## src/pkg/aocl_map.vh

```
// Register map, field positions, reset values and timing counts for the offset clamp loop.
// Assumes an APB slave with 32-bit data; a register's byte address is four times its index.
// Functional notes
// - Hold bit freezes offset in automatic mode, stops loop updates.
// - Bit 7: manual offset, or automatic toward target.
// - Rate field: every clamp, 16, 64, vsync.
// - Shift field scales error: full, half, quarter, eighth.
// - Jump mode: error above 15 sets offset directly.
// - Post filter needs six consecutive change votes.
// - Toggle filter holds offset after back-and-forth pattern.
// - Slew limit register caps each step except jumps, resets eight.
// - Measure mode 0 samples during clamp.
// - Measure mode 1: six clocks after 10/16 delay.
`ifndef AOCL_MAP_VH
`define AOCL_MAP_VH

// Register indices and byte addresses.
`define AOCL_IDX_HOLD      8'h1B
`define AOCL_IDX_CTRL      8'h1C
`define AOCL_IDX_SLEW      8'h1D
`define AOCL_IDX_MEAS      8'h21
`define AOCL_IDX_TARGET    8'h40
`define AOCL_IDX_STATUS    8'h41
`define AOCL_ADDR_HOLD     12'h06C
`define AOCL_ADDR_CTRL     12'h070
`define AOCL_ADDR_SLEW     12'h074
`define AOCL_ADDR_MEAS     12'h084
`define AOCL_ADDR_TARGET   12'h100
`define AOCL_ADDR_STATUS   12'h104

// Reset values.
`define AOCL_RST_HOLD      8'h00
`define AOCL_RST_CTRL      8'h4E
`define AOCL_RST_SLEW      8'h08
`define AOCL_RST_MEAS      8'h0C
`define AOCL_RST_TARGET    8'h00

// Field positions.
`define AOCL_B_HOLD        0
`define AOCL_B_AUTO        7
`define AOCL_F_RATE_HI     6
`define AOCL_F_RATE_LO     5
`define AOCL_F_SHIFT_HI    4
`define AOCL_F_SHIFT_LO    3
`define AOCL_B_JUMP        2
`define AOCL_B_POST        1
`define AOCL_B_TOGGLE      0
`define AOCL_B_MMODE       3
`define AOCL_B_MLEN        2

// Update rate codes.
`define AOCL_RATE_CLAMP    2'h0
`define AOCL_RATE_16       2'h1
`define AOCL_RATE_64       2'h2
`define AOCL_RATE_VSYNC    2'h3

// Counts in clocks, clamps or votes, plus the jump limit, divide-by-six constants and code ceiling.
`define AOCL_N_16          7'h10
`define AOCL_N_64          7'h40
`define AOCL_DLY_SHORT     5'h0A
`define AOCL_DLY_LONG      5'h10
`define AOCL_WIN_LEN       3'h6
`define AOCL_VOTES         3'h6
`define AOCL_JUMP_LIM      10'h00F
`define AOCL_RECIP6        11'h0AB
`define AOCL_RECIP_SH      10
`define AOCL_CODE_MAX      10'h0FF

`endif

```

## src/logic/aocl_loop.v

```verilog
// Automatic black-level offset loop for one video channel, with its APB register file.
// Assumes clampActive, vsyncPulse and sampleCode are synchronous to the pixel clock clk.
//
// The implementer's own choice: the APB interface to the registers.
`timescale 1ns/1ps
`include "aocl_map.vh"

module aocl_loop (
   input  wire        clk,
   input  wire        rst,
   input  wire        psel,
   input  wire        penable,
   input  wire        pwrite,
   input  wire [11:0] paddr,
   input  wire [31:0] pwdata,
   output wire        pready,
   output wire        pslverr,
   output reg  [31:0] prdata,
   input  wire        clampActive,
   input  wire        vsyncPulse,
   input  wire [7:0]  sampleCode,
   output wire [7:0]  offsetOut
);

   localparam ST_IDLE  = 2'h0;
   localparam ST_DELAY = 2'h1;
   localparam ST_WIN   = 2'h2;

   reg  [7:0]  holdReg_r, ctrlReg_r, slewReg_r, measReg_r, targetReg_r;
   reg  [7:0]  offset_r;
   reg  [7:0]  meas_r;
   reg         measValid_r;
   reg         clampPrev_r;
   reg  [1:0]  mState_r;
   reg  [4:0]  mCnt_r;
   reg  [10:0] mSum_r;
   reg  [6:0]  rateCnt_r;
   reg  [2:0]  vote_r;
   reg  [1:0]  lastDir_r;
   reg         toggled_r;
   reg         measDone;
   reg  [7:0]  measNow;
   reg         updateNow;
   reg  [9:0]  step;
   reg  [9:0]  newOff;
   reg         applyNow;

   wire        apbWr   = psel & penable & pwrite;
   wire        apbSet  = psel & ~penable;
   wire        autoOn  = ctrlReg_r[`AOCL_B_AUTO];
   wire        holdOn  = holdReg_r[`AOCL_B_HOLD];
   wire [1:0]  rate    = ctrlReg_r[`AOCL_F_RATE_HI:`AOCL_F_RATE_LO];
   wire [1:0]  shAmt   = ctrlReg_r[`AOCL_F_SHIFT_HI:`AOCL_F_SHIFT_LO];
   wire        clampEnd = clampPrev_r & ~clampActive;
   wire [4:0]  dlyLen  = measReg_r[`AOCL_B_MLEN] ? `AOCL_DLY_LONG : `AOCL_DLY_SHORT;
   wire [21:0] avgProd = mSum_r * `AOCL_RECIP6;
   // The measurement that finishes in this cycle drives its own update, not the one before.
   wire [7:0]  measUse = measDone ? measNow : meas_r;
   wire [9:0]  err     = {2'h0, targetReg_r} - {2'h0, measUse};
   wire [9:0]  errMag  = err[9] ? (10'h000 - err) : err;
   wire [9:0]  errSh   = $signed(err) >>> shAmt;
   wire [9:0]  slewPos = {2'h0, slewReg_r};
   wire [9:0]  slewNeg = 10'h000 - slewPos;

   // Address decode used only for the pslverr response.
   function mapped;
      input [11:0] a;
      begin
         mapped = (a == `AOCL_ADDR_HOLD) || (a == `AOCL_ADDR_CTRL) ||
                  (a == `AOCL_ADDR_SLEW) || (a == `AOCL_ADDR_MEAS) ||
                  (a == `AOCL_ADDR_TARGET) || (a == `AOCL_ADDR_STATUS);
      end
   endfunction

   // Zero wait states keep the bus simple; every access completes in its access cycle.
   assign pready    = 1'b1;
   assign pslverr   = psel & penable & ~mapped(paddr);
   assign offsetOut = offset_r;

   // Register writes take effect only in the access cycle.
   always @(posedge clk or posedge rst) begin
      if (rst) begin
         holdReg_r   <= `AOCL_RST_HOLD;
         ctrlReg_r   <= `AOCL_RST_CTRL;
         slewReg_r   <= `AOCL_RST_SLEW;
         measReg_r   <= `AOCL_RST_MEAS;
         targetReg_r <= `AOCL_RST_TARGET;
      end else if (apbWr) begin
         case (paddr)
            `AOCL_ADDR_HOLD:   holdReg_r   <= pwdata[7:0];
            `AOCL_ADDR_CTRL:   ctrlReg_r   <= pwdata[7:0];
            `AOCL_ADDR_SLEW:   slewReg_r   <= pwdata[7:0];
            `AOCL_ADDR_MEAS:   measReg_r   <= pwdata[7:0];
            `AOCL_ADDR_TARGET: targetReg_r <= pwdata[7:0];
            default: ;
         endcase
      end
   end

   // Read data is latched in the setup cycle so it comes straight from a flip-flop.
   always @(posedge clk or posedge rst) begin
      if (rst) begin
         prdata <= 32'h0000_0000;
      end else if (apbSet) begin
         case (paddr)
            `AOCL_ADDR_HOLD:   prdata <= {24'h000000, holdReg_r};
            `AOCL_ADDR_CTRL:   prdata <= {24'h000000, ctrlReg_r};
            `AOCL_ADDR_SLEW:   prdata <= {24'h000000, slewReg_r};
            `AOCL_ADDR_MEAS:   prdata <= {24'h000000, measReg_r};
            `AOCL_ADDR_TARGET: prdata <= {24'h000000, targetReg_r};
            `AOCL_ADDR_STATUS: prdata <= {14'h0000, toggled_r, measValid_r,
                                          meas_r, offset_r};
            default:           prdata <= 32'h0000_0000;
         endcase
      end
   end

   // Measurement sequencer: in-clamp sampling, or a delayed six-clock average.
   always @(posedge clk or posedge rst) begin
      if (rst) begin
         clampPrev_r <= 1'b0;
         mState_r    <= ST_IDLE;
         mCnt_r      <= 5'h00;
         mSum_r      <= 11'h000;
         meas_r      <= 8'h00;
         measValid_r <= 1'b0;
      end else begin
         clampPrev_r <= clampActive;
         if (measDone) begin
            meas_r      <= measNow;
            measValid_r <= 1'b1;
         end
         case (mState_r)
            ST_IDLE: begin
               if (clampActive && !measReg_r[`AOCL_B_MMODE])
                  mSum_r <= {3'h0, sampleCode};
               if (clampEnd && measReg_r[`AOCL_B_MMODE]) begin
                  mState_r <= ST_DELAY;
                  mCnt_r   <= 5'h01;
               end
            end
            ST_DELAY: begin
               if (mCnt_r == dlyLen) begin
                  mState_r <= ST_WIN;
                  mCnt_r   <= 5'h01;
                  mSum_r   <= {3'h0, sampleCode};
               end else begin
                  mCnt_r <= mCnt_r + 5'h01;
               end
            end
            ST_WIN: begin
               if (mCnt_r == {2'h0, `AOCL_WIN_LEN}) begin
                  mState_r <= ST_IDLE;
               end else begin
                  mCnt_r <= mCnt_r + 5'h01;
                  mSum_r <= mSum_r + {3'h0, sampleCode};
               end
            end
            default: mState_r <= ST_IDLE;
         endcase
      end
   end

   // Completion of one measurement and its result.
   always @* begin
      measDone = 1'b0;
      measNow  = mSum_r[7:0];
      if (!measReg_r[`AOCL_B_MMODE]) begin
         measDone = clampEnd;
      end else if (mState_r == ST_WIN && mCnt_r == {2'h0, `AOCL_WIN_LEN}) begin
         measDone = 1'b1;
         measNow  = avgProd[`AOCL_RECIP_SH+7:`AOCL_RECIP_SH];
      end
   end

   // Update pacing in clamps or frames.
   always @* begin
      case (rate)
         `AOCL_RATE_CLAMP: updateNow = measDone;
         `AOCL_RATE_16:    updateNow = measDone && (rateCnt_r == `AOCL_N_16 - 7'h01);
         `AOCL_RATE_64:    updateNow = measDone && (rateCnt_r == `AOCL_N_64 - 7'h01);
         `AOCL_RATE_VSYNC: updateNow = vsyncPulse && measValid_r;
         default:          updateNow = 1'b0;
      endcase
   end

   // Correction: jump for large errors, otherwise scaled and slew-limited step.
   always @* begin
      step = errSh;
      if (ctrlReg_r[`AOCL_B_JUMP] && errMag > `AOCL_JUMP_LIM) begin
         step = err;
      end else if (!errSh[9] && errSh > slewPos) begin
         step = slewPos;
      end else if (errSh[9] && $signed(errSh) < $signed(slewNeg)) begin
         step = slewNeg;
      end
      newOff = {2'h0, offset_r} + step;
      if (step[9] && newOff[9])
         newOff = 10'h000;
      else if (!step[9] && newOff > `AOCL_CODE_MAX)
         newOff = `AOCL_CODE_MAX;
      // Six votes in a row are needed when the post filter is on.
      applyNow = autoOn && !holdOn && updateNow && step != 10'h000 &&
                 !(ctrlReg_r[`AOCL_B_TOGGLE] && toggled_r) &&
                 (!ctrlReg_r[`AOCL_B_POST] || vote_r == `AOCL_VOTES - 3'h1);
   end

   // Offset state and filters. The toggle latch clears only when its filter is disabled.
   always @(posedge clk or posedge rst) begin
      if (rst) begin
         offset_r  <= 8'h00;
         rateCnt_r <= 7'h00;
         vote_r    <= 3'h0;
         lastDir_r <= 2'h0;
         toggled_r <= 1'b0;
      end else begin
         if (measDone)
            rateCnt_r <= updateNow ? 7'h00 : rateCnt_r + 7'h01;
         if (!autoOn) begin
            offset_r <= targetReg_r;
            vote_r   <= 3'h0;
         end else if (updateNow && !holdOn) begin
            if (step == 10'h000 || applyNow)
               vote_r <= 3'h0;
            else
               vote_r <= vote_r + 3'h1;
            if (applyNow) begin
               offset_r  <= newOff[7:0];
               lastDir_r <= {1'b1, step[9]};
               if (lastDir_r[1] && lastDir_r[0] != step[9])
                  toggled_r <= 1'b1;
            end
         end
         if (!ctrlReg_r[`AOCL_B_TOGGLE]) begin
            toggled_r <= 1'b0;
            if (!applyNow)
               lastDir_r <= 2'h0;
         end
      end
   end

endmodule // aocl_loop

```

## config.mk

```make
export PLATFORM = sky130hd
export DESIGN_NAME = aocl_loop
export DESIGN_NICKNAME = d
export VERILOG_FILES = /design/src/logic/aocl_loop.v
export VERILOG_INCLUDE_DIRS = /design/src /design/src/pkg
export SDC_FILE = /design/constraint.sdc
export NUM_CORES = 1
export LEC_CHECK = 0
export BUFFER_PORTS_ARGS = -buffer_cell sky130_fd_sc_hd__buf_2
export CAP_MARGIN = 20
export CELL_PAD_IN_SITES_DETAIL_PLACEMENT = 1
export CELL_PAD_IN_SITES_GLOBAL_PLACEMENT = 2
export CORE_MARGIN = 2
export CORE_UTILIZATION = 41
export DETAILED_ROUTE_END_ITERATION = 12
export GPL_TIMING_DRIVEN = 0
export HOLD_SLACK_MARGIN = 0.08
export PLACE_DENSITY = 0.92
export SLEW_MARGIN = 40
export SYNTH_ARGS = -nofsm -noshare
export SYNTH_HDL_FRONTEND = slang
export SYNTH_SLANG_ARGS = --single-unit
```

## constraint.sdc

```tcl
create_clock -name clk -period 16.7 [get_ports clk]
set_input_delay 0.835 -clock clk [delete_from_list [all_inputs] [get_ports clk]]
set_output_delay 0.835 -clock clk [all_outputs]
set_load 0.02 [all_outputs]
```

==> Word level (Yosys, flattened, before mapping) <==
Cells that the tools add are included.
Widths: inputs -> output; s select.
{ "word_totals": {"inputBits": 59, "regBits": 121} }
{ "op_classes": {"n_shift": 1, "bitwise_logic": 8, "n_addsub": 8, "mux": 43, "n_eq_ne": 28, "order_cmp": 4, "n_mul": 1, "reduce_logical": 47} }
{ "op_table": {"columns": ["cell", "n"], "rows": [
  ["$pmux 18 s6", 1],
  ["$mux 8", 8],
  ["$mux 10", 4],
  ["$eq 12x7->1 const B", 3],
  ["$mux 11", 3],
  ["$pmux 11 s3", 1],
  ["$eq 12x9->1 const B", 2],
  ["$mux 5", 4],
  ["$logic_and 1x1->1", 19],
  ["$mul 11x8->18 const B", 1],
  ["$mux 2", 8],
  ["$pmux 5 s3", 1],
  ["$eq 12x8->1 const B", 1],
  ["$ne 2x1->1 const B", 6],
  ["$reduce_and 2->1", 6],
  ["$add 11x8->11", 1],
  ["$add 8x10->10", 1],
  ["$gt 10x4->1 const B", 1],
  ["$gt 10x8->1", 1],
  ["$gt 10x8->1 const B", 1],
  ["$logic_not 10->1", 1],
  ["$lt 10x9->1", 1],
  ["$ne 2x2->1 const B", 5],
  ["$reduce_bool 10->1", 1],
  ["other kinds (28)", 59]
]} }

==> Logic depth before layout (Yosys ltp) <==
{ "depth": {"depth_word": 21, "depth_mapped": 52, "mapped_depth_nobuf": 52} }

==> Worst setup path before layout <==
Ideal clock, no wire load.
{ "synth_timing": {"path_kind": "flip-flop to flip-flop", "start": "reg mSum_r[4]", "end": "reg offset_r[2], in the netlist offsetOut[2]", "required_time_ps": 16620, "n_path_buf": 0, "arrival_time_ps": 10196, "stages_incl_launch_ff": 47, "path_slack_ps": 6423, "period_less_slack_ps": 10277, "cell_sequence": "dfrtp_1 -> ha_1 -> xor2_1 -> ha_1 -> fa_1 -> inv_1 -> fa_1 -> inv_1 -> ha_1 -> a21oi_1 -> o21ai_0 -> a21oi_1 -> xnor2_1 -> a21oi_1 -> ha_1 -> a21oi_1 -> nand3_1 -> a22o_1 -> (+11 left out) -> or4_4 -> a21oi_4 -> a221oi_2 -> a21oi_1 -> ha_1 -> a21o_1 -> a21oi_1 -> o21bai_1 -> a21oi_1 -> o21bai_1 -> a21oi_1 -> nor2b_1 -> o21ai_0 -> ha_1 -> a31oi_4 -> nor2_1 -> or3_1 -> o211ai_2"} }
{ "synth_between": {"elab_chain_len": 19, "elab_cells_between_ends": 34} }
{ "synth_rtl": {"columns": ["item", "line_no", "text"], "rows": [
  ["from (decl)", "aocl_loop.v:36", "reg [10:0] mSum_r;"],
  ["from (signal assigned)", "aocl_loop.v:136", "mSum_r <= {3'h0, sampleCode};"],
  ["from (signal assigned)", "aocl_loop.v:146", "mSum_r <= {3'h0, sampleCode};"],
  ["from (signal assigned)", "aocl_loop.v:156", "mSum_r <= mSum_r + {3'h0, sampleCode};"],
  ["$mul 11x8->18 (no line)", null, null],
  ["$mux 8", "aocl_loop.v:170", "end else if (mState_r == ST_WIN && mCnt_r == {2'h0, `AOCL_WIN_LEN}) begin"],
  ["$mux 8 *", "aocl_loop.v:168", "if (!measReg_r[`AOCL_B_MMODE]) begin"],
  ["$mux 8 *", null, null],
  ["$sub 8x8->9 *", "aocl_loop.v:59", "wire [9:0] err = {2'h0, targetReg_r} - {2'h0, measUse};"],
  ["parallel branches: the longest is 5 deep, another holds $sub 1x9->10", null, null],
  ["$mux 10 *", "aocl_loop.v:190", "if (ctrlReg_r[`AOCL_B_JUMP] && errMag > `AOCL_JUMP_LIM) begin"],
  ["$add 8x10->10", "aocl_loop.v:197", "newOff = {2'h0, offset_r} + step;"],
  ["$gt 10x8->1 (no line)", null, null],
  ["$logic_and 1x1->1 (no line)", null, null],
  ["$mux 8", "aocl_loop.v:200", "else if (!step[9] && newOff > `AOCL_CODE_MAX)"],
  ["$mux 8", "aocl_loop.v:198", "if (step[9] && newOff[9])"],
  ["$mux 8", "aocl_loop.v:227", "if (applyNow) begin"],
  ["$mux 8", "aocl_loop.v:222", "end else if (updateNow && !holdOn) begin"],
  ["$mux 8", "aocl_loop.v:219", "if (!autoOn) begin"],
  ["to (signal assigned)", "aocl_loop.v:220", "offset_r <= targetReg_r;"],
  ["to (signal assigned)", "aocl_loop.v:228", "offset_r <= newOff[7:0];"],
  ["to (decl)", "aocl_loop.v:30", "reg [7:0] offset_r;"]
]} }
Mark *: on every way between the ends. The select of a mux whose other input is x is not followed.
A chain may end at the register's enable or synchronous reset.

==> Final worst setup path <==
{ "layout_timing": {"start": "reg mSum_r[4]", "end": "reg offset_r[3], in the netlist offsetOut[3]"} }
{ "layout_between": {"elab_chain_len": 19, "elab_cells_between_ends": 34} }
{ "layout_rtl": {"columns": ["item", "line_no", "text"], "rows": [
  ["$mul 11x8->18 (no line) *", null, null],
  ["$mux 8 *", "aocl_loop.v:170", null],
  ["$mux 8 *", "aocl_loop.v:168", null],
  ["$mux 8 *", null, null],
  ["named net measUse[6]", "aocl_loop.v:58", "wire [7:0] measUse = measDone ? measNow : meas_r;"],
  ["$sub 8x8->9 *", "aocl_loop.v:59", null],
  ["parallel branches: the longest is 5 deep, another holds $sub 1x9->10", null, null],
  ["$mux 10 *", "aocl_loop.v:190", null],
  ["$add 8x10->10", "aocl_loop.v:197", null],
  ["$gt 10x8->1 (no line)", null, null],
  ["$logic_and 1x1->1 (no line)", null, null],
  ["$mux 8", "aocl_loop.v:200", null],
  ["$mux 8", "aocl_loop.v:198", null],
  ["$mux 8", "aocl_loop.v:227", null],
  ["$mux 8", "aocl_loop.v:222", null],
  ["$mux 8", "aocl_loop.v:219", null]
]} }
Mark *: on every way through the listed nets, which the timed path passes. The select of a mux whose other input is x is not followed.

==> results.txt <==
- Result of the run: completed
- The count of nets left with antenna violations once routing finished came out at 0.
* Number of detailed-routing iterations run before antenna repair: 6
* Floorplan core area: about 23,000 sq um
- Number of H-tree levels: 3
- The share of synthesized area in the top cell type comes to 0.2585.
- Across every metal layer, demand over resource in global routing totals 0.2376.
- The cell area that synthesis handed to floorplanning was between 9000 and 10,000 sq um.
* Clock tree from TritonCTS: yes
* Hold-fix buffers at CTS: 0
* Via density per instance: 5.741
* Final-report max-slew violation count: 0
* Reg2Reg Capture Point: offsetOut[3]
* Number of rows in the core area: 56
- The slowest stage of the critical path belongs to the cell sky130_fd_sc_hd__dfrtp_1.
- For the final database, setup skew stands at between 0.015 and 0.02 ns.
* Max rail drop VDD: between 0.1 and 0.15 mV
- In the finished design, the share of the clock period the worst path needs comes to 0.7262.
- Count of flip-flops with a built-in enable after synthesis: 0
- FMAX: 82.46 MHz
- Data on the critical path arrives at its endpoint at 12.40 ns.
- In this run the power density over the cells is 210.7 nW/um^2.
- The die is 157.7 um tall.
* Number of cell instances on the worst register-to-register path: 47
- CTS Root Cell: sky130_fd_sc_hd__clkbuf_16
- The number of antenna diodes in the final layout is 0.
- Synthesis produced a netlist whose cell count is roughly 1,100.
* Die ar.: approximately 25,000 sq um
* Most used DFF post-synth: sky130_fd_sc_hd__dfrtp_1
- Aggregate negative setup slack: 0 ns
* Via count of the routed design: around 8,600
- The filler cells instantiated in the layout total around 2,800.
- In the final design database the tool counted around 1,400 nets.
- Sequential element share of the synthesized area: 0.2775
* Top post-synthesis cells by area: sky130_fd_sc_hd__dfrtp_1 26%, sky130_fd_sc_hd__ha_1 13%, sky130_fd_sc_hd__nand2_1 4.7%, sky130_fd_sc_hd__fa_1 4.3%, sky130_fd_sc_hd__inv_1 3.9%
- Setup repair after global routing left no endpoint under its margin.
- Die W: around 160 um
- Lkg Pwr: approximately 0.0051 uW
- Number of global-route vias before repair: between 8,000 and 9,000
* Post-detailed-route wirelength per cell: a little under 20 um
- Entering global routing, the biggest net connects a little under 80 pins.
- The highest layer touched by signal routing is met4.
- Mean instance size in the synthesized netlist: roughly 9.0 sq um
* Wire length after detailed routing: between 20,000 and 30,000 um
* Number of max-capacitance violations reported: 0
- Total number of yosys warnings: 0
- Commonest cells after routing, fill and taps aside: 120 x sky130_fd_sc_hd__nand2_1, 103 x sky130_fd_sc_hd__ha_1, 100 x sky130_fd_sc_hd__inv_1, 100 x sky130_fd_sc_hd__dfrtp_1, 64 x sky130_fd_sc_hd__buf_2
* Worst-case register-to-register setup slack: around 4.6 ns
- The tree built by TritonCTS fans out to ~110 sinks.
- STA classifies the critical path endpoint as a flop.
- The routed design uses 13,470 um of met2 wire.
- Minimum hold slack: 0.4215 ns
- Input and output buffers added on the ports amount to roughly 60.
- Wire segments on met3 add up to 1194 um in the final route.
- Fraction of final layout cells with drive strength greater than 1: 0.1553
- Antenna violations before repair: 0
* Tmin final: 12.13 ns
- Counting flops and latches in the post-synthesis netlist gives 107.
- Leaving out fill and tap cells, the most frequent cell in the layout is sky130_fd_sc_hd__nand2_1.
- DRT iter0 DRCs: around 700
- Along the worst path, the maximum fanout reaches 10.
- Final hold vios: 0
- Setup violators final: 0
* WL met1: about 14,000 um
- Relative to the synthesized area, the layout overhead comes to 11.70%.
- Placed wire-length estimate: around 23,000 um
- Clock latency on the worst-skew pair, taken at its later pin, is roughly 0.36 ns.
- The worst pin sits at a relative slew slack of 0.4310.
* Number of distinct library cells after synthesis: 99
* Start-to-end type of the worst setup path: flop to flop
* Area leader, netlist: sky130_fd_sc_hd__dfrtp_1
- Post-CTS sizing: 0
* Async set or reset register ratio after synthesis: 1.000
- TritonCTS created 9 clock buffers.
- Number of ports placed on the die boundary: around 100
* Startpoint type of the worst setup path: flop
- At the end of routability-driven placement, the weighted congestion stood at 0.8654.
- At the pin with the least slew margin, the transition time is around 0.85 ns.
* Effective utilization at floorplan: 0.4148
- Delay of the slowest critical-path stage: 0.63 ns
- GRT Residual Overflow: 0
- For this run, design rule violations remaining after detail routing come to 0.
* Global-route wire length before repair: around 47,000 um
* Hold Crit Class: input port to asynchronous set/reset pin
* Clk pin slew, worst setup/hold paths: roughly 0.090 ns
- Data on the critical path is required at its endpoint by 16.97 ns.
- Post-CTS timing repair inserted 0 buffers for setup.
- The worst register-to-register path begins at mSum_r[4].
- Number of buffers on the longest clock path: 2
- Dominant cell type by count on the critical path: sky130_fd_sc_hd__a21oi_1
==> worst max-delay path: cells and delay by family (launching register included) <==
kind,cells,cell delay (ns)
AOI/OAI and AO/OA,23,5.14
adders and majority gates,9,3.37
and+or+nand+nor,8,1.58
buffers and inverters,5,1.01
DFF,1,0.63
xor gates and xnor gates,2,0.29
==> stage by stage <==
stage	std cells	setup slack, ns	total power [uW]	cell area [sq um]	util
3_5_place_dp	1475	4.772	2038	10490	0.4498
4_1_cts	1491	4.709	2277	10790	0.4626
3_3_place_gp	1474	5.016	1980	10430	0.4471
5_1_grt	1491	3.697	2527	10810	0.4634
2_1_floorplan	1094	6.423	1625	9728	-
6_report	1491	4.573	2278	10810	0.4634
==> flip-flops by register name (all words and copies together) (netlist names) <==
| register | flops |
|---|---|
| rateCnt_r | 7 |
| toggled_r | 1 |
| slewReg_r | 8 |
| targetReg_r | 8 |
| holdReg_r | 8 |
| measValid_r | 1 |
| clampPrev_r | 1 |
| offsetOut | 8 |
| ctrlReg_r | 8 |
| measReg_r | 8 |
| meas_r | 8 |
| prdata | 18 |
| mSum_r | 11 |
| mState_r | 2 |
| lastDir_r | 2 |
| mCnt_r | 5 |
| vote_r | 3 |
==> cell usage after synthesis, types with 17 or more instances <==
| master | count |
|---|---|
| sky130_fd_sc_hd__buf_4 | 17 |
| sky130_fd_sc_hd__mux2_2 | 27 |
| sky130_fd_sc_hd__a31oi_1 | 18 |
| sky130_fd_sc_hd__fa_1 | 21 |
| sky130_fd_sc_hd__mux2i_1 | 20 |
| sky130_fd_sc_hd__a21oi_1 | 46 |
| sky130_fd_sc_hd__dfrtp_1 | 100 |
| sky130_fd_sc_hd__inv_1 | 101 |
| sky130_fd_sc_hd__nor2_1 | 63 |
| sky130_fd_sc_hd__ha_1 | 103 |
| sky130_fd_sc_hd__clkbuf_1 | 24 |
| sky130_fd_sc_hd__o21ai_0 | 57 |
| sky130_fd_sc_hd__nor3_1 | 18 |
| sky130_fd_sc_hd__xnor2_1 | 27 |
| sky130_fd_sc_hd__nand3_1 | 24 |
| sky130_fd_sc_hd__nand2_1 | 120 |
==> worst max path at each step <==
stage / from / endpoint / cells past startpoint
2_1_floorplan: mSum_r[4] / offsetOut[2] / 46
3_3_place_gp: mSum_r[4] / offsetOut[2] / 46
3_5_place_dp: mSum_r[4] / offsetOut[4] / 46
4_1_cts: mSum_r[4] / offsetOut[4] / 46
5_1_grt: mSum_r[4] / offsetOut[4] / 47
6_report: mSum_r[4] / offsetOut[3] / 47
==> kinds of logic after synthesis <==
logic type	after synthesis	share of synthesized area
adder cells (fa/ha/maj)	124	0.1766
AO/OA/AOI/OAI	281	0.2143
multiplexers	48	0.05442
other	2	0.0007759
flip-flops	107	0.2775
AND/OR/NAND/NOR	328	0.1728
XOR/XNOR	39	0.03529
buffers and inverters	152	0.06825
==> report_power, final <==
part           switching (uW)  leakage, uW  internal (uW)
Sequential               68.2      0.00133            296
Combinational            1010      0.00363            678
Clock                     115     0.000148            107
==> cell type report <==
class                   count  area [sq um]  share of cell area
flip-flops and latches    107          2686              0.2485
plain buffers              50         277.8             0.02569
clock inverters             7         73.82            0.006828
well taps                 319         399.1             0.03692
multi-input cells         835          6426              0.5944
clock buffers               9         225.2             0.02083
inverters                 102         390.4             0.03611
repair buffers             62         332.8             0.03078
==> per-layer routing <==
metal / global-route usage / vias up
li1: - / 4043
met1: 0.3242 / 4290
met2: 0.3983 / 195
met3: 0.02765 / 32
met4: 0.06537 / 0
met5: 0 / -
Note: power is estimated with default switching activity, not from simulation.
